### src/design/crd_pkg.sv
// crd_pkg: register map, field positions, reset values and states of the
// code-read DMA with guest port feed.
// assumes: 32-bit Avalon-MM register slave, byte addresses, 20 MHz clock.
package crd_pkg;

  // register byte offsets
  localparam logic [7:0] CRD_OFS_GPIO_DIR = 8'h00; // 1 = pin is output
  localparam logic [7:0] CRD_OFS_GPIO_VAL = 8'h04; // out value / pin read
  localparam logic [7:0] CRD_OFS_CTRL = 8'h08;     // enable, guest, sizes
  localparam logic [7:0] CRD_OFS_BASE = 8'h0C;     // code buffer base
  localparam logic [7:0] CRD_OFS_PTR = 8'h10;      // fetch pointer, RO
  localparam logic [7:0] CRD_OFS_STS = 8'h14;      // sticky events, W1C
  localparam logic [7:0] CRD_OFS_MASK = 8'h18;     // event mask
  localparam logic [7:0] CRD_OFS_GTIM = 8'h30;     // guest port timing

  // control register fields
  localparam int CRD_CTRL_EN = 0;      // code-read enable
  localparam int CRD_CTRL_GID = 1;     // guest id, 2 bits
  localparam int CRD_CTRL_SIZE = 4;    // buffer size select, 3 bits
  localparam int CRD_CTRL_STEP = 8;    // report step select, 3 bits
  // timing register fields
  localparam int CRD_GTIM_DUR = 0;     // strobe duration, 4 bits
  localparam int CRD_GTIM_REC = 8;     // strobe recovery, 4 bits
  // status / mask bits
  localparam int CRD_STS_STEP = 0;     // report step passed
  localparam int CRD_STS_WRAP = 1;     // buffer wrapped

  // reset values
  localparam logic [7:0] CRD_RST_GPIO = 8'h00;
  localparam logic [10:0] CRD_RST_CTRL = 11'h000;
  localparam logic [3:0] CRD_RST_TDUR = 4'hF;
  localparam logic [3:0] CRD_RST_TREC = 4'hF;

  // sizes: buffer is 4 KB << sel, report step is 256 B << sel
  localparam logic [4:0] CRD_SIZE_LOG0 = 5'h0C;
  localparam logic [4:0] CRD_STEP_LOG0 = 5'h08;
  localparam int CRD_OFS_W = 20;       // byte offset width in buffer
  localparam logic [19:0] CRD_WORD_BYTES = 20'h00004;

  // guest window: eight 8-bit locations per guest, code register index
  localparam int CRD_GUESTS = 4;
  localparam logic [2:0] CRD_CODE_REG_IDX = 3'h0;

  // code FIFO geometry
  localparam int CRD_FIFO_W = 32;
  localparam int CRD_FIFO_D = 8;

  // guest bus master states, one-hot
  typedef enum logic [3:0] {
    CRD_G_IDLE = 4'b0001,
    CRD_G_SETUP = 4'b0010,
    CRD_G_STRB = 4'b0100,
    CRD_G_RECV = 4'b1000
  } crd_gstate_e;

endpackage

### src/design/crd_code_fifo.sv
// crd_code_fifo: code FIFO between the memory fetch and the guest writer.
// assumes: one clock, async active-high reset, valid/ready on both sides.
`timescale 1ns/1ps
module crd_code_fifo
  import crd_pkg::*;
(
  input wire logic ref_clk,
  input wire logic sys_rst,
  input wire logic wrValid,
  output logic wrReady,
  input wire logic [CRD_FIFO_W-1:0] wrData,
  output logic rdValid,
  input wire logic rdReady,
  output logic [CRD_FIFO_W-1:0] rdData
);

  logic [CRD_FIFO_W-1:0] mem [CRD_FIFO_D];   // storage words
  logic [2:0] wrPtr_ff;                      // write index
  logic [2:0] rdPtr_ff;                      // read index
  logic [3:0] count_ff;                      // words held
  wire push = wrValid && wrReady;            // accepted write
  wire pop = rdValid && rdReady;             // accepted read

  assign wrReady = (count_ff != 4'(CRD_FIFO_D));
  assign rdValid = (count_ff != 4'h0);
  assign rdData = mem[rdPtr_ff];

  // storage write, no reset needed
  always_ff @(posedge ref_clk)
  begin
    if (push)
    begin
      mem[wrPtr_ff] <= wrData;
    end
  end

  // pointers and fill level
  always_ff @(posedge ref_clk or posedge sys_rst)
  begin
    if (sys_rst)
    begin
      wrPtr_ff <= 3'h0;
      rdPtr_ff <= 3'h0;
      count_ff <= 4'h0;
    end
    else
    begin
      wrPtr_ff <= wrPtr_ff + 3'(push);
      rdPtr_ff <= rdPtr_ff + 3'(pop);
      count_ff <= count_ff + 4'(push) - 4'(pop);
    end
  end
endmodule

### src/design/crd_code_read_dma.sv
// crd_code_read_dma: cyclic code-buffer fetch, code FIFO and guest port
// writer, with GPIO pins and an interrupt, behind an Avalon-MM slave.
// assumes: memory side is an Avalon-MM read master port with waitrequest;
// guest port and GPIO pins are outside the clock domain.
//
// What this block does
// - GPIO pins are inputs after reset
// - output pins follow their value register bit
// - code writes go to guest id 0..3
// - strobe duration/recovery held at offset 0x030
// - each guest has eight 8-bit locations
// - new fetches start only while code-read enable is one
// - fetch address wraps cyclically to buffer base
// - interrupt at each report-step boundary crossing
// - current fetch pointer is readable
// - code goes through FIFO to guest target
`timescale 1ns/1ps
module crd_code_read_dma
  import crd_pkg::*;
(
  input wire logic ref_clk,
  input wire logic sys_rst,
  input wire logic [7:0] avsAddress,
  input wire logic avsRead,
  input wire logic avsWrite,
  input wire logic [31:0] avsWritedata,
  input wire logic [3:0] avsByteenable,
  output logic [31:0] avsReaddata,
  output logic avsWaitrequest,
  output logic [31:0] memAddress,
  output logic memRead,
  input wire logic [31:0] memReaddata,
  input wire logic memWaitrequest,
  output logic [3:0] gCsN,
  output logic [2:0] gAdr,
  output logic [7:0] gDatOut,
  output logic gDatOeN,
  output logic gWrN,
  input wire logic [7:0] gpioIn,
  output logic [7:0] gpioOut,
  output logic [7:0] gpioOeN,
  output logic irq
);

  // all-ones mask of the low lg bits of a buffer offset
  function automatic logic [CRD_OFS_W-1:0] crdMask(input logic [4:0] lg);
    crdMask = CRD_OFS_W'((32'h1 << lg) - 32'h1);
  endfunction

  // byte-lane merge of a write into an old register value
  function automatic logic [31:0] crdMerge(input logic [31:0] old,
                                            input logic [31:0] wd,
                                            input logic [3:0] be);
    logic [31:0] res;
    res = old;
    for (int i = 0; i < 4; i++)
    begin
      if (be[i])
      begin
        res[8*i +: 8] = wd[8*i +: 8];
      end
    end
    crdMerge = res;
  endfunction

  // register state
  logic avsWaitrequest_ff;         // slave wait, high when idle
  logic [31:0] avsReaddata_ff;     // read answer
  logic [7:0] gpioDir_ff;          // pin direction, 1 = output
  logic [7:0] gpioVal_ff;          // pin output values
  logic [10:0] ctrl_ff;            // enable, guest, size, step
  logic [31:0] base_ff;            // buffer base, word aligned
  logic [3:0] tdur_ff;             // strobe low cycles
  logic [3:0] trec_ff;             // strobe high cycles
  logic [1:0] sts_ff;              // sticky events
  logic [1:0] mask_ff;             // event mask
  logic irq_ff;                    // interrupt output
  logic [7:0] gpioSync1_ff;        // pin synchroniser stage 1
  logic [7:0] gpioSync2_ff;        // pin synchroniser stage 2
  logic [7:0] gpioOut_ff;          // pin drive values
  logic [7:0] gpioOeN_ff;          // pin enables, low drives
  logic [CRD_OFS_W-1:0] offset_ff; // fetch offset in buffer
  logic memRead_ff;                // memory read request
  logic [31:0] memAddress_ff;      // memory read address

  // bus decode
  wire avsReq = avsRead || avsWrite;
  wire avsTake = avsReq && avsWaitrequest_ff;   // load read answer
  wire avsDone = avsReq && !avsWaitrequest_ff;  // request completes
  wire wrDone = avsWrite && !avsWaitrequest_ff;
  wire [31:0] wrMerged = crdMerge(32'h0, avsWritedata, avsByteenable);
  wire wrDir = wrDone && avsAddress == CRD_OFS_GPIO_DIR;
  wire wrVal = wrDone && avsAddress == CRD_OFS_GPIO_VAL;
  wire wrCtrl = wrDone && avsAddress == CRD_OFS_CTRL;
  wire wrBase = wrDone && avsAddress == CRD_OFS_BASE;
  wire wrSts = wrDone && avsAddress == CRD_OFS_STS;
  wire wrMask = wrDone && avsAddress == CRD_OFS_MASK;
  wire wrGtim = wrDone && avsAddress == CRD_OFS_GTIM;
  wire [31:0] ctrlNew = crdMerge(32'(ctrl_ff), avsWritedata, avsByteenable);
  wire [31:0] gtimNew = crdMerge({20'h0, trec_ff, 4'h0, tdur_ff},
                                 avsWritedata, avsByteenable);

  // fields of the control register
  wire codeEn = ctrl_ff[CRD_CTRL_EN];
  wire [1:0] guestId = ctrl_ff[CRD_CTRL_GID +: 2];
  wire [2:0] sizeSel = ctrl_ff[CRD_CTRL_SIZE +: 3];
  wire [2:0] stepSel = ctrl_ff[CRD_CTRL_STEP +: 3];
  wire enRise = wrCtrl && ctrlNew[CRD_CTRL_EN] && !codeEn;

  // fetch pointer as software sees it
  wire [31:0] fetchPtr = base_ff + 32'(offset_ff);

  // read mux, unmapped addresses read zero
  logic [31:0] rdMux;
  always_comb
  begin
    case (avsAddress)
      CRD_OFS_GPIO_DIR: rdMux = {24'h0, gpioDir_ff};
      CRD_OFS_GPIO_VAL: rdMux = {24'h0, gpioSync2_ff};
      CRD_OFS_CTRL: rdMux = {21'h0, ctrl_ff};
      CRD_OFS_BASE: rdMux = base_ff;
      CRD_OFS_PTR: rdMux = fetchPtr;
      CRD_OFS_STS: rdMux = {30'h0, sts_ff};
      CRD_OFS_MASK: rdMux = {30'h0, mask_ff};
      CRD_OFS_GTIM: rdMux = {20'h0, trec_ff, 4'h0, tdur_ff};
      default: rdMux = 32'h0;
    endcase
  end

  // bus handshake: one wait cycle, answer on the next
  always_ff @(posedge ref_clk or posedge sys_rst)
  begin
    if (sys_rst)
    begin
      avsWaitrequest_ff <= 1'b1;
      avsReaddata_ff <= 32'h0;
    end
    else
    begin
      avsWaitrequest_ff <= !avsTake;
      if (avsTake)
      begin
        avsReaddata_ff <= rdMux;
      end
    end
  end

  // software-written registers
  always_ff @(posedge ref_clk or posedge sys_rst)
  begin
    if (sys_rst)
    begin
      gpioDir_ff <= CRD_RST_GPIO;
      gpioVal_ff <= CRD_RST_GPIO;
      ctrl_ff <= CRD_RST_CTRL;
      base_ff <= 32'h0;
      tdur_ff <= CRD_RST_TDUR;
      trec_ff <= CRD_RST_TREC;
      mask_ff <= 2'h0;
    end
    else
    begin
      if (wrDir) gpioDir_ff <= wrMerged[7:0];
      if (wrVal) gpioVal_ff <= wrMerged[7:0];
      if (wrCtrl) ctrl_ff <= ctrlNew[10:0];
      if (wrBase)
      begin
        base_ff <= crdMerge(base_ff, avsWritedata, avsByteenable)
                   & 32'hFFFF_FFFC;
      end
      if (wrGtim)
      begin
        tdur_ff <= gtimNew[CRD_GTIM_DUR +: 4];
        trec_ff <= gtimNew[CRD_GTIM_REC +: 4];
      end
      if (wrMask) mask_ff <= wrMerged[1:0];
    end
  end

  // gpio pins: two-stage input sync, registered drive
  always_ff @(posedge ref_clk or posedge sys_rst)
  begin
    if (sys_rst)
    begin
      gpioSync1_ff <= 8'h00;
      gpioSync2_ff <= 8'h00;
      gpioOut_ff <= 8'h00;
      gpioOeN_ff <= 8'hFF;
    end
    else
    begin
      gpioSync1_ff <= gpioIn;
      gpioSync2_ff <= gpioSync1_ff;
      gpioOut_ff <= gpioVal_ff;
      gpioOeN_ff <= ~gpioDir_ff;
    end
  end

  // code FIFO and fetch decisions
  logic fifoWrReady;
  logic fifoRdValid;
  logic [31:0] fifoRdData;
  crd_gstate_e gState_ff;
  wire fifoRdReady = (gState_ff == CRD_G_IDLE);
  wire memAccept = memRead_ff && !memWaitrequest;
  wire fetchGo = codeEn && !memRead_ff && fifoWrReady;
  wire [CRD_OFS_W-1:0] sizeMask = crdMask(CRD_SIZE_LOG0 + 5'(sizeSel));
  wire [CRD_OFS_W-1:0] stepMask = crdMask(CRD_STEP_LOG0 + 5'(stepSel));
  wire [CRD_OFS_W-1:0] nxtOffset = (offset_ff + CRD_WORD_BYTES) & sizeMask;
  wire stepHit = memAccept && (nxtOffset & stepMask) == '0;
  wire wrapHit = memAccept && nxtOffset == '0;

  crd_code_fifo u_fifo (
    .ref_clk(ref_clk),
    .sys_rst(sys_rst),
    .wrValid(memAccept),
    .wrReady(fifoWrReady),
    .wrData(memReaddata),
    .rdValid(fifoRdValid),
    .rdReady(fifoRdReady),
    .rdData(fifoRdData)
  );

  // memory read master: one word at a time, held until accepted
  always_ff @(posedge ref_clk or posedge sys_rst)
  begin
    if (sys_rst)
    begin
      memRead_ff <= 1'b0;
      memAddress_ff <= 32'h0;
      offset_ff <= '0;
    end
    else
    begin
      if (fetchGo)
      begin
        memRead_ff <= 1'b1;
        memAddress_ff <= fetchPtr;
      end
      else if (memAccept)
      begin
        memRead_ff <= 1'b0;
      end
      // restart at base on enable, else advance cyclically
      if (enRise) offset_ff <= '0;
      else if (memAccept) offset_ff <= nxtOffset;
    end
  end

  // sticky events, set wins over write-one-clear
  wire [1:0] stsSet = {wrapHit, stepHit};
  wire [1:0] stsClr = wrSts ? wrMerged[1:0] : 2'h0;
  always_ff @(posedge ref_clk or posedge sys_rst)
  begin
    if (sys_rst)
    begin
      sts_ff <= 2'h0;
      irq_ff <= 1'b0;
    end
    else
    begin
      sts_ff <= (sts_ff & ~stsClr) | stsSet;
      irq_ff <= |(sts_ff & mask_ff);
    end
  end

  // guest bus master
  logic [31:0] gWord_ff;  // word being sent, low byte first
  logic [1:0] gByte_ff;   // byte index within word
  logic [3:0] gCnt_ff;    // strobe phase counter
  logic [3:0] gCsN_ff;
  logic [2:0] gAdr_ff;
  logic [7:0] gDat_ff;
  logic gDatOeN_ff;
  logic gWrN_ff;
  wire [3:0] tdurEff = (tdur_ff == 4'h0) ? 4'h1 : tdur_ff;
  wire [3:0] trecEff = (trec_ff == 4'h0) ? 4'h1 : trec_ff;
  wire [3:0] csSel = ~(4'h1 << guestId);

  // sequence: setup one cycle, strobe tdur, recover trec, per byte
  always_ff @(posedge ref_clk or posedge sys_rst)
  begin
    if (sys_rst)
    begin
      gState_ff <= CRD_G_IDLE;
      gWord_ff <= 32'h0;
      gByte_ff <= 2'h0;
      gCnt_ff <= 4'h0;
      gCsN_ff <= 4'hF;
      gAdr_ff <= 3'h0;
      gDat_ff <= 8'h00;
      gDatOeN_ff <= 1'b1;
      gWrN_ff <= 1'b1;
    end
    else
    begin
      case (gState_ff)
        CRD_G_IDLE:
        begin
          if (fifoRdValid)
          begin
            gWord_ff <= fifoRdData;
            gByte_ff <= 2'h0;
            gCsN_ff <= csSel;
            gAdr_ff <= CRD_CODE_REG_IDX;
            gDat_ff <= fifoRdData[7:0];
            gDatOeN_ff <= 1'b0;
            gState_ff <= CRD_G_SETUP;
          end
        end
        CRD_G_SETUP:
        begin
          gWrN_ff <= 1'b0;
          gCnt_ff <= tdurEff - 4'h1;
          gState_ff <= CRD_G_STRB;
        end
        CRD_G_STRB:
        begin
          if (gCnt_ff == 4'h0)
          begin
            gWrN_ff <= 1'b1;
            gCnt_ff <= trecEff - 4'h1;
            gState_ff <= CRD_G_RECV;
          end
          else gCnt_ff <= gCnt_ff - 4'h1;
        end
        CRD_G_RECV:
        begin
          if (gCnt_ff != 4'h0) gCnt_ff <= gCnt_ff - 4'h1;
          else if (gByte_ff == 2'h3)
          begin
            gCsN_ff <= 4'hF;
            gDatOeN_ff <= 1'b1;
            gState_ff <= CRD_G_IDLE;
          end
          else
          begin
            gByte_ff <= gByte_ff + 2'h1;
            gWord_ff <= gWord_ff >> 8;
            gDat_ff <= gWord_ff[15:8];
            gState_ff <= CRD_G_SETUP;
          end
        end
        default: gState_ff <= CRD_G_IDLE;
      endcase
    end
  end

  // outputs straight from flip-flops
  assign avsReaddata = avsReaddata_ff;
  assign avsWaitrequest = avsWaitrequest_ff;
  assign memAddress = memAddress_ff;
  assign memRead = memRead_ff;
  assign gCsN = gCsN_ff;
  assign gAdr = gAdr_ff;
  assign gDatOut = gDat_ff;
  assign gDatOeN = gDatOeN_ff;
  assign gWrN = gWrN_ff;
  assign gpioOut = gpioOut_ff;
  assign gpioOeN = gpioOeN_ff;
  assign irq = irq_ff;

  // helper: cycles the write strobe has been low
  logic [4:0] lowCnt;
  always_ff @(posedge ref_clk or posedge sys_rst)
  begin
    if (sys_rst) lowCnt <= 5'h0;
    else if (!gWrN_ff) lowCnt <= lowCnt + 5'h1;
    else lowCnt <= 5'h0;
  end
endmodule

### config.mk
export PLATFORM = sky130hd
export DESIGN_NAME = crd_code_read_dma
export DESIGN_NICKNAME = d
export VERILOG_FILES = /design/src/design/crd_pkg.sv /design/src/design/crd_code_fifo.sv /design/src/design/crd_code_read_dma.sv
export SDC_FILE = /design/constraint.sdc
export NUM_CORES = 1
export LEC_CHECK = 0
export ABC_CLOCK_PERIOD_IN_PS = 16180
export BUFFER_PORTS_ARGS = -buffer_cell sky130_fd_sc_hd__buf_2
export CAP_MARGIN = 20
export CORE_UTILIZATION = 45
export CTS_CLUSTER_SIZE = 24
export DETAILED_ROUTE_END_ITERATION = 8
export SYNTH_ARGS = -nofsm -noshare
export SYNTH_HDL_FRONTEND = slang
export SYNTH_HIERARCHICAL = 1
export SYNTH_SLANG_ARGS = --single-unit
### constraint.sdc
create_clock -name ref_clk -period 16.18 [get_ports ref_clk]
set_input_delay 3.236 -clock ref_clk [delete_from_list [all_inputs] [get_ports ref_clk]]
set_output_delay 3.236 -clock ref_clk [all_outputs]
set_load 0.05 [all_outputs]
# After elaboration in Yosys (flattened, before gate mapping)
# Memory sizes are Yosys's and may differ from the RTL's.
# Cells that the tools add are included.
[totals] mem_count=1 out_inout_bits=100 mem_bits_rw=256 regBits=254 wordCells=172 latchBits=0 mem_bits_ro=0
[classes] n_lt_le_gt_ge=0 n_mul=0 n_shift=3 n_mux=42 reduce_logical=51 n_addsub=14 div_mod_pow=0 eq_ne=19 n_bitwise=8
[mem_list] name="u_fifo.mem" depth=8 word_bits=32 rd=1 rd_clocked_by_memory_dff=0 write_ports=1 line_no="crd_code_fifo.sv:17" source="logic [CRD_FIFO_W-1:0] mem [CRD_FIFO_D];"
[ops] operator="one-hot mux 32 bit (8 select lines)" n=1
[ops] operator="two-way mux 32 bit" n=3
[ops] operator="one-hot mux 32 bit (2 select lines)" n=1
[ops] operator="AND 20 bit" n=2
[ops] operator="logical NOT 20 bit" n=2
[ops] operator="two-way mux 20 bit" n=2
[ops] operator="two-way mux 4 bit" n=10
[ops] operator="left shift 1 x 5 -> 20 bit, first input constant" n=2
[ops] operator="subtractor 20 x 1 -> 20 bit, second input constant" n=2
[ops] operator="adder 32 x 20 -> 32 bit" n=1
[ops] operator="two-way mux 8 bit" n=4
[ops] operator="== test 8 x 5 -> 1 bit, second input constant" n=3
[ops] operator="adder 20 x 3 -> 20 bit, second input constant" n=1
[ops] operator="AND reduction 2 bit" n=10
[ops] operator="logical AND 1 bit" n=18
[ops] operator="== test 8 x 4 -> 1 bit, second input constant" n=2
[ops] operator="one-hot mux 4 bit (4 select lines)" n=1
[ops] operator="one-hot mux 8 bit (2 select lines)" n=1
[ops] operator="logical NOT 4 bit" n=3
[ops] operator="one-hot mux 4 bit (3 select lines)" n=1
[ops] operator="subtractor 4 x 1 -> 4 bit, second input constant" n=3
[ops] operator="adder 4 x 3 -> 5 bit, first input constant" n=2
[ops] operator="two-way mux 2 bit" n=5
[ops] operator="!= test 2 bit, second input constant" n=5
[ops] operator="other kinds (32)" n=52

# Logic depth before layout (Yosys ltp)
# Gate-level depths: netlist of the first run.
[depth] word_depth=8 mapped_depth=11 depth_no_buf=10

# Modules after synthesis
# The synthesis of the first run kept the hierarchy.
[by_module_without_submodules] mod="crd_code_read_dma" seq_area_each_um2=5935.7 area_each_um2=11426.0 cells_per_inst=1114 n_inst=1
[by_module_without_submodules] mod="crd_code_fifo" seq_area_each_um2=7937.6 area_each_um2=10291.1 cells_per_inst=424 n_inst=1

# Worst setup path after synthesis of the first run
# Ideal clock, no wire load.
[synth_timing] kind="input to register" start="input port memWaitrequest" end="memory u_fifo.mem[1][0] (enable)" required_ps=15719 t_arrival_ps=6460 cell_stages=6 path_slack_ps=9259 setup_time_ps=461 cell_sequence="nand2b_1 clkbuf_1 inv_2 buf_1 nand3_1 nor3_1"
[synth_via] elab_chain_cells=5
[synth_lines] item="start, declared" line_no="crd_code_read_dma.sv:33" source="input wire logic memWaitrequest,"
[synth_lines] item="logical NOT 1 bit" line_no="crd_code_read_dma.sv:205" source="wire memAccept = memRead_ff && !memWaitrequest;"
[synth_lines] item="logical AND 1 bit" line_no="crd_code_read_dma.sv:205"
[synth_lines] item="via memAccept" line_no="crd_code_read_dma.sv:205"
[synth_lines] item="logical AND 1 bit" line_no="crd_code_fifo.sv:21" source="wire push = wrValid && wrReady;"
[synth_lines] item="two-way mux 1 bit" line_no="crd_code_fifo.sv:31" source="if (push)"
[synth_lines] item="two-way mux 1 bit (not written as such)" line_no="crd_code_fifo.sv:33" source="mem[wrPtr_ff] <= wrData;"
[synth_lines] item="end, declared" line_no="crd_code_fifo.sv:17"
# The timed path passes the listed nets, and every way through them passes these cells.

# Worst setup path after layout of the first run
[layout_timing] start="input port memWaitrequest" end="memory u_fifo.mem[5][28] (enable)"
[layout_via] elab_chain_cells=5
[layout_lines] item="logical NOT 1 bit" line_no="crd_code_read_dma.sv:205"
[layout_lines] item="logical AND 1 bit" line_no="crd_code_read_dma.sv:205"
[layout_lines] item="logical AND 1 bit" line_no="crd_code_fifo.sv:21"
[layout_lines] item="two-way mux 1 bit" line_no="crd_code_fifo.sv:31"
[layout_lines] item="two-way mux 1 bit (not written as such)" line_no="crd_code_fifo.sv:33"
# No other way between the ends.

==> flow_metrics.tcl, run 1 <==
set metrics [dict create \
    status "complete, no violations" \
    grt-ovfl-total 0 \
    post_cts_buffers 0 \
    dieArea_mm2 0.0491 \
    path_max_fanout 21 \
    r2r-end "gWord_ff[23]$_DFFE_PP0P_" \
    skew_ns 0.0390 \
    maxCapViolCount 0 \
    synth-edff-count 256 \
    ys_warn_count 6 \
    vias_per_cell 5.53 \
    firstDrtPassIters 7 \
    synth_cell_types 79 \
    rr_worst_depth 5 \
    final.setup.tns_ns 0 \
    portBuffers 185 \
    clkLatencyLatePin_ns 0.62 \
    holdPathEnd "gpioSync2_ff[4]$_DFF_PP0_" \
    critPathKind "in2reg" \
    fillCellCount 4006 \
    synth_seq_cells 502 \
    hold_path.startpoint "gpioSync1_ff[4]$_DFF_PP0_" \
    ys.flop_type "edfxtp_1" \
    vias 13166 \
    synthesis.area_mm2 0.0217 \
    fin_crit_ns 5.19 \
    dp_cells 2279 \
    cts-buffers-inserted 53 \
    numClockSinks 502 \
    async_flop_share 0.490 \
    wl_per_cell_um 21.4 \
    die_h_um 222 \
    cp_num_buf_inv 3 \
    antenna_found_initial 6 \
    fin_nets 1848 \
    cp-start-kind "input pin" \
    drive_gt1_frac 0.276 \
    multi_input_area_mm2 0.00736 \
    coreArea_mm2 0.0476 \
    critical-path-slowest-cell "nor2_4" \
    diodes 0 \
    rows 80 \
    clk_pin_slew_worst_paths_ns 0.05 \
    fin_crit_sh 0.321 \
    ioPinCount 189 \
    grt_pass1_wl_mm 78.8 \
    globalRouteTotalUtil 0.209 \
    crit_chain "buf_2, nand2b_1, inv_2, nand3_1, nor2_4, buf_4" \
    utilization 0.527 \
    synthCells 1538 \
    setup_violations 0 \
    fin_cells 2381 \
    tightest_slew_ns 0.972 \
    timing.rr.start "u_fifo/rdPtr_ff[0]$_DFF_PP0_" \
    grt_max_degree 86 \
    cts_root_buf "clkbuf_16" \
    fmax_mhz 193 \
    grt_pass1_vias 13269 \
    die_x_um 222 \
    seqCellArea_mm2 0.0139 \
    ys_seq_area_frac 0.639 \
    syn_area_per_cell_um2 14.1 \
    routed_wl_mm 50.9 \
    initial_core_util 0.456 \
    setup.worst_path.end_class "flip-flop" \
    ant_nets 0 \
    crit_start "memWaitrequest" \
    post_cts_resized 0 \
    cts_tree "built" \
    drt_iter0_drc 904 \
    dp_hpwl_mm 34.5 \
    final-hold-violation-count 0 \
    hold_depth 0 \
    rsz0062_at_grt "false" \
    slew_violations 0 \
    crit_arrival_ns 5.47 \
    area_delta_synth_final_pct 15.6 \
    slowest_delay_ns 0.64 \
    vdd.ir_drop.worst_v 0.000117 \
    cp_top_family "simple AND/OR/NAND/NOR gates" \
    place_congestion 0.885 \
    hold_class "reg2reg" \
    crit_required_ns 16.46 \
    power.density_mw_per_mm2 140 \
    max_slew_margin 0.352 \
    clock_path_buffers 3 \
    r2r_slack_ns 13.23 \
    htreeDepth 2 \
    cts_hold_buffers 0 \
    cellLeakagePower_nw 10.2 \
    drc 0 \
]
## cells by family after synthesis
kind of cell    synth area share
flops                      0.639
buf+inv                   0.0257
xor+xnor                  0.0230
fa+ha+maj                 0.0226
other cells             0.000173
compound gates            0.0746
simple gates              0.0805
mux                        0.135
## how the worst max path moves through the flow
stage                                       end  cells after the start
floorplan            avsReaddata[0]$_DFFE_PP0P_                      1
global placement    u_fifo/mem[1][29]$_DFFE_PP_                      6
detailed placement      base_ff[22]$_DFFE_PP0P_                      4
CTS                   gpioSync2_ff[5]$_DFF_PP0_                      4
global route        u_fifo/mem[5][28]$_DFFE_PP_                      6
finish              u_fifo/mem[5][28]$_DFFE_PP_                      6
## flip-flops by register name (all words and copies together), names as in the netlist, 8 cells and up
name,cells
gpioSync2_ff,8
gWord_ff,32
memAddress,32
u_fifo/mem,256
base_ff,30
gpioSync1_ff,8
gpioOeN,8
gpioOut,8
ctrl_ff,11
gpioVal_ff,8
avsReaddata,32
offset_ff,20
gpioDir_ff,8
## through the flow
stage | total power, mW | hold WS (ns) | worst slack, ns | area (µm²)
4_1_cts | 3.57 | 0.347 | 10.90 | 25100
3_5_place_dp | 2.37 | 0.335 | 10.28 | 23300
2_1_floorplan | 2.17 | 0.331 | 6.51 | 21700
3_3_place_gp | 2.35 | 0.334 | 9.94 | 23200
6_report | 3.53 | 0.348 | 10.99 | 25100
5_1_grt | 3.69 | 0.355 | 10.82 | 25100
## placed cells by master (no fill, tap or decap), types with 5 or more instances in the layout
cell type  instances
a31oi_1           11
nor2_4             6
mux2_4             7
nand2b_1           8
xor2_1            28
nand3_1           21
a22oi_1            5
clkbuf_8          14
mux2i_1           31
clkinv_2          10
dfrtp_1          220
clkbuf_1          11
nor3_1            21
ha_1              36
mux2_2            86
dfstp_2           24
buf_2            185
a221oi_1          10
a21oi_1           48
clkbuf_16         53
a222oi_1           5
a21o_1             9
o22ai_1            8
o21ai_0           74
nand4_1           12
nor2_1            74
buf_4             17
edfxtp_1         256
nand2_1          169
a22o_1             5
inv_1             30
and2_1            10
xnor2_1           29
mux4_2            44
and3_1            15
o21ai_1           40
nor2b_1            7
mux4_1            20
## synth_stat cells, types with 5 or more instances
master	instances	share of area
a21o_1	9	0.0031
a21oi_1	48	0.011
a221oi_1	10	0.0040
a222oi_1	5	0.0023
a22o_1	5	0.0020
a22oi_1	5	0.0017
a31oi_1	11	0.0032
and2_1	10	0.0029
and3_1	15	0.0043
buf_1	6	0.0010
buf_2	19	0.0044
buf_4	11	0.0038
buf_6	6	0.0031
clkbuf_1	40	0.0069
dfrtp_1	222	0.26
dfstp_2	24	0.029
edfxtp_1	256	0.35
ha_1	36	0.021
inv_1	31	0.0054
mux2_2	86	0.045
mux2_4	7	0.0048
mux2i_1	31	0.014
mux4_1	20	0.024
mux4_2	44	0.046
nand2_1	169	0.029
nand2b_1	8	0.0023
nand3_1	21	0.0048
nand4_1	12	0.0035
nor2_1	80	0.014
nor2b_1	7	0.0020
nor3_1	23	0.0053
o21ai_0	74	0.017
o21ai_1	40	0.0092
o22ai_1	8	0.0023
xnor2_1	29	0.012
xor2_1	28	0.011
## final cells by class
cell class / count / area share
clock buffers: 79 / 0.0624
clock inverters: 21 / 0.00827
flip-flops and latches: 502 / 0.553
well taps: 615 / 0.0306
repair buffers: 209 / 0.0477
inverters: 32 / 0.00508
multi-input cells: 923 / 0.293
## power by group
group	switching, mW	internal, mW	leakage [nW]
logic	0.455	0.345	3.81
registers	0.0887	1.44	5.50
clock network	0.509	0.693	0.875
total	1.05	2.48	10.2
## layer usage
metal  part of all wire  wire length (µm)  global-route usage
met5             0.0010                52                   0
met4              0.022              1110              0.0596
met3              0.048              2420              0.0354
met2               0.47             24100               0.340
met1               0.46             23100               0.289
Note: power is estimated with default switching activity, not from simulation.
==> run 2, diff against run 1 <==
--- a/config.mk
+++ b/config.mk
@@ -5,7 +5,7 @@
 export SDC_FILE = /design/constraint.sdc
 export NUM_CORES = 1
 export LEC_CHECK = 0
-export ABC_CLOCK_PERIOD_IN_PS = 16180
+export ABC_CLOCK_PERIOD_IN_PS = 5400
 export BUFFER_PORTS_ARGS = -buffer_cell sky130_fd_sc_hd__buf_2
 export CAP_MARGIN = 20
 export CORE_UTILIZATION = 45
==> constraint.sdc (replaced) <==
create_clock -name ref_clk -period 5.4 [get_ports ref_clk]
set_input_delay 1.08 -clock ref_clk [delete_from_list [all_inputs] [get_ports ref_clk]]
set_output_delay 1.08 -clock ref_clk [all_outputs]
set_load 0.05 [all_outputs]
==> flow_metrics.tcl, run 2 (same netlist as run 1, synthesis figures left out) <==
set metrics [dict create \
    r2r-end "avsReaddata[28]$_DFFE_PP0P_" \
    numClockSinks 502 \
    final_common_cell "edfxtp_1" \
    place_congestion 0.885 \
    rows 80 \
    drive_gt1_frac 0.276 \
    slew_violations 0 \
    firstDrtPassIters 6 \
    dp_hpwl_mm 35.1 \
    fin_crit_sh 0.541 \
    crit_arrival_ns 3.17 \
    finalPower_mw 10.6 \
    clock_path_buffers 3 \
    timing.rr.start "offset_ff[2]$_DFFE_PP0P_" \
    wl_per_cell_um 21.7 \
    clkLatencyLatePin_ns 0.60 \
    rsz0062_at_grt "false" \
    tightest_slew_ns 0.996 \
    dp_cells 2280 \
    drc 0 \
    fin_nets 1849 \
    ioPinCount 189 \
    setup.worst_path.end_class "flip-flop" \
    ant_nets 0 \
    drt_iter0_drc 1230 \
    layout_common_cells "256 x edfxtp_1, 220 x dfrtp_1, 185 x buf_2" \
    place_area_mm2 0.0233 \
    routed_wl_mm 51.6 \
    cp-start-kind "input pin" \
    utilization 0.527 \
    fin_crit_ns 2.92 \
    post_cts_buffers 0 \
    dieArea_mm2 0.0491 \
    fmax_mhz 343 \
    fin_cells 2382 \
    vias_per_cell 5.52 \
    grt_pass1_wl_mm 79.9 \
    die_h_um 222 \
    cellLeakagePower_nw 10.2 \
    holdWs_ns 0.348 \
    vdd.ir_drop.worst_v 0.000356 \
    skew_ns 0.0303 \
    htreeDepth 2 \
    portBuffers 185 \
    maxCapViolCount 0 \
    place_ws_ns 1.60 \
    rr_worst_depth 10 \
    post_cts_resized 0 \
    cts_root_buf "clkbuf_16" \
    hold_path.startpoint "gpioSync1_ff[4]$_DFF_PP0_" \
    largest_reg_flops 256 \
    area_delta_synth_final_pct 15.7 \
    crit_start "memWaitrequest" \
    critPathKind "in2reg" \
    final.setup.tns_ns 0 \
    final-hold-violation-count 0 \
    antenna_found_initial 4 \
    grt_max_degree 89 \
    globalRouteTotalUtil 0.212 \
    crit_required_ns 5.65 \
    cts_hold_buffers 0 \
    coreArea_mm2 0.0476 \
    endpoint "u_fifo/mem[4][11]$_DFFE_PP_" \
    fin_area_mm2 0.0251 \
    hold_class "reg2reg" \
    die_x_um 222 \
    path_max_fanout 21 \
    grt-ovfl-total 0 \
    power.density_mw_per_mm2 421 \
    vias 13158 \
    initial_core_util 0.456 \
    max_slew_margin 0.336 \
    grt_pass1_vias 13330 \
    regMostFlops "u_fifo/mem" \
    worst_slack_ns 2.48 \
    r2r_slack_ns 2.52 \
    status "complete, no violations" \
    setup_violations 0 \
    clk_pin_slew_worst_paths_ns 0.06 \
    cts_tree "built" \
    cts-buffers-inserted 52 \
]
## run 2: cell types whose count changed in the layout (fill, tap and decap cells not counted), sizes merged
cell,previous run,this run
diode,0,1
clkinvlp,1,5
inv,34,33
clkinv,17,13
buf,209,211
clkbuf,79,76
bufinv,1,3
## run 2: worst min path at each step
stage | end | slack (ns) | depth (start not counted)
after floorplan | gpioSync2_ff[0]$_DFF_PP0_ | 0.33 | 0
after global placement | gpioSync2_ff[6]$_DFF_PP0_ | 0.33 | 0
after detailed placement | gpioSync2_ff[4]$_DFF_PP0_ | 0.34 | 0
after CTS | gpioSync2_ff[4]$_DFF_PP0_ | 0.35 | 0
after global routing | gpioSync2_ff[4]$_DFF_PP0_ | 0.36 | 0
final | gpioSync2_ff[4]$_DFF_PP0_ | 0.35 | 0
## run 2: critical path, stage by stage
cell and delay (ns):
buf_2 0.11, nand2b_1 0.29, inv_2 0.35, nand3b_1 0.37, nor2_4 0.51, buf_4 0.43
## run 2: metal layers
metal	vias up	routed length, µm	track usage	share of wire
met5	-	37	0	0.00072
met2	358	24800	0.349	0.48
li1	6095	-	-	-
met3	70	2770	0.0383	0.054
met4	6	1030	0.0556	0.020
met1	6629	23000	0.292	0.45
## run 2: cell type report
cell class                      instances  area, µm²
Fill cell                            4044      22500
Sequential cell                       502      13900
Multi-Input combinational cell        923       7360
Clock buffer                           76       1500
Timing Repair Buffer                  211       1230
Tap cell                              615        769
Clock inverter                         22        246
Inverter                               32        124
Antenna cell                            1       2.50
## run 2: power breakdown
part	internal [mW]	switching [mW]	total, mW	leakage [nW]
Combinational	1.03	1.29	2.32	3.82
Clock	2.09	1.51	3.60	0.847
Sequential	4.30	0.356	4.66	5.50
Total	7.42	3.16	10.6	10.2
==> run 3, diff against run 2 <==
--- a/config.mk
+++ b/config.mk
@@ -5,7 +5,7 @@
 export SDC_FILE = /design/constraint.sdc
 export NUM_CORES = 1
 export LEC_CHECK = 0
-export ABC_CLOCK_PERIOD_IN_PS = 5400
+export ABC_CLOCK_PERIOD_IN_PS = 2910
 export BUFFER_PORTS_ARGS = -buffer_cell sky130_fd_sc_hd__buf_2
 export CAP_MARGIN = 20
 export CORE_UTILIZATION = 45
==> constraint.sdc (replaced) <==
create_clock -name ref_clk -period 2.91 [get_ports ref_clk]
set_input_delay 0.582 -clock ref_clk [delete_from_list [all_inputs] [get_ports ref_clk]]
set_output_delay 0.582 -clock ref_clk [all_outputs]
set_load 0.05 [all_outputs]
==> flow_metrics.tcl, run 3 (same netlist as run 1, synthesis figures left out) <==
set metrics [dict create \
    cp_top_family "compound AO/OA/AOI/OAI gates" \
    seqCellArea_mm2 0.0139 \
    cellLeakagePower_nw 10.3 \
    dieArea_mm2 0.0491 \
    drt_iter0_drc 897 \
    crit_required_ns 3.40 \
    fin_crit_ns 2.73 \
    path_max_fanout 9 \
    die_x_um 222 \
    seqPwrFrac 0.425 \
    drive_gt1_frac 0.283 \
    slew_violations 0 \
    wl_met1_mm 22.5 \
    place_congestion 0.867 \
    tightest_slew_ns 0.643 \
    slowest_delay_ns 0.44 \
    fillCellCount 3939 \
    fin_nets 1865 \
    post_cts_resized 0 \
    post_cts_buffers 0 \
    dp_hpwl_mm 33.0 \
    portBuffers 185 \
    coreArea_mm2 0.0476 \
    layout_common_cells "256 x edfxtp_1, 220 x dfrtp_1, 185 x buf_2" \
    wl_met2_mm 23.8 \
    clk_pin_slew_worst_paths_ns 0.06 \
    clockPowerShare 0.347 \
    maxCapViolCount 0 \
    switching_share 0.292 \
    critPathKind "reg2reg" \
    place_ws_ns 0.215 \
    fin_crit_sh 0.937 \
    cts_root_buf "clkbuf_16" \
    p_switching_mw 5.82 \
    place_area_mm2 0.0236 \
    fmax_mhz 367 \
    holdWs_ns 0.0801 \
    setup_violations 0 \
    critical-path-slowest-cell "o31ai_4" \
    vias_per_cell 5.52 \
    setup.worst_path.end_class "flip-flop" \
    antenna_found_initial 4 \
    firstDrtPassIters 7 \
    rsz0062_at_grt "false" \
    grt_max_degree 98 \
    multi_input_area_mm2 0.00738 \
    final_common_cell "edfxtp_1" \
    hold_class "in2reg" \
    grt_pass1_wl_mm 78.6 \
    routed_wl_mm 50.4 \
    rows 80 \
    htreeDepth 2 \
    cts-buffers-inserted 53 \
    area_delta_synth_final_pct 17.0 \
    utilization 0.533 \
    wl_per_cell_um 21.0 \
    crit_arrival_ns 3.21 \
    die_h_um 222 \
    clock_path_buffers 3 \
    internal_power_mw 14.1 \
    met3_length_mm 2.80 \
    regMostFlops "u_fifo/mem" \
    grt-ovfl-total 0 \
    final-hold-violation-count 0 \
    ioPinCount 189 \
    crit_chain "ha_1, fa_1, a21o_1, a21oi_1, a211oi_2, o21ai_2, o31ai_4, nand3_2, mux2i_1, a221o_1" \
    grt_pass1_vias 13336 \
    cp_num_buf_inv 0 \
    power.density_mw_per_mm2 784 \
    vdd.ir_drop.worst_v 0.000585 \
    max_slew_margin 0.571 \
    fin_area_mm2 0.0254 \
    p_comb_frac 0.229 \
    maxUsedRoutingLayer "met5" \
    cts_tree "built" \
    numClockSinks 502 \
    skew_ns 0.0361 \
    largest_reg_flops 256 \
    vias 13246 \
    status "complete, no violations" \
    ant_nets 0 \
    initial_core_util 0.456 \
    clkLatencyLatePin_ns 0.61 \
    drc 0 \
    worst_slack_ns 0.182 \
    cp-start-kind "flip-flop" \
    globalRouteTotalUtil 0.209 \
]
run 3: changes by cell type in the layout (fill, tap and decap cells not counted), moves of 3 or more:
cell | previous run | this run
buf_16 | 3 | 0
buf_4 | 19 | 23
clkbuf_1 | 13 | 9
buf_12 | 4 | 17
clkinvlp_4 | 5 | 2
run 3: metal layers:
metal / GRT usage / vias to the layer above
li1: - / 6140
met1: 0.286 / 6672
met2: 0.337 / 354
met3: 0.0399 / 78
met4: 0.0665 / 2
met5: 0 / -
run 3: timing repair:
action / 4_1_cts / 5_1_grt
hold buffers: 1 / 0
endpoints found under the hold margin: 17 / 0
setup endpoints to repair: 0 / 0
run 3: area by class of cell:
class,count,share of cell area
Multi-Input combinational cell,923,0.290
Clock inverter,25,0.0119
Antenna cell,2,0.000197
Timing Repair Buffer,226,0.0570
Clock buffer,74,0.0595
Inverter,32,0.00487
Sequential cell,502,0.546
Tap cell,615,0.0303
run 3: power groups by stage:
stage | Sequential, mW | Clock, mW | Combinational [mW]
2_1_floorplan | 8.60 | 0 | 3.47
3_3_place_gp | 8.58 | 0 | 4.54
3_5_place_dp | 8.60 | 0 | 4.62
4_1_cts | 8.47 | 7.06 | 4.65
5_1_grt | 8.52 | 7.31 | 5.02
6_report | 8.46 | 6.90 | 4.56
run 3: path summary, 6_finish.rpt:
check,depth (start not counted),slack (ns),startpoint,end
setup / recovery,10,0.18,offset_ff[2]$_DFFE_PP0P_,avsReaddata[22]$_DFFE_PP0P_
hold / removal,1,0.08,gpioIn[1],gpioSync1_ff[1]$_DFF_PP0_
setup reg to reg,10,0.18,offset_ff[2]$_DFFE_PP0P_,avsReaddata[22]$_DFFE_PP0P_
hold reg to reg,0,0.35,gpioSync1_ff[3]$_DFF_PP0_,gpioSync2_ff[3]$_DFF_PP0_
max in group asynchronous,4,1.53,sys_rst,gpioOeN[1]$_DFF_PP1_
min in group asynchronous,3,0.53,sys_rst,base_ff[12]$_DFFE_PP0P_
run 3: per-stage QoR:
step | TNS (ns) | instances | power, mW
after floorplan | -166.68 | 1540 | 12.1
final | 0 | 2399 | 19.9
after global routing | 0 | 2397 | 20.9
after CTS | 0 | 2397 | 20.2
after global placement | 0 | 2297 | 13.1
after detailed placement | 0 | 2297 | 13.2
run 3: worst register-to-register path: stages (launching register included):
cell and delay, ns:
dfrtp_1 0.43, ha_1 0.22, fa_1 0.22, a21o_1 0.14, a21oi_1 0.13, a211oi_2 0.32, o21ai_2 0.13, o31ai_4 0.44
nand3_2 0.17, mux2i_1 0.14, a221o_1 0.26
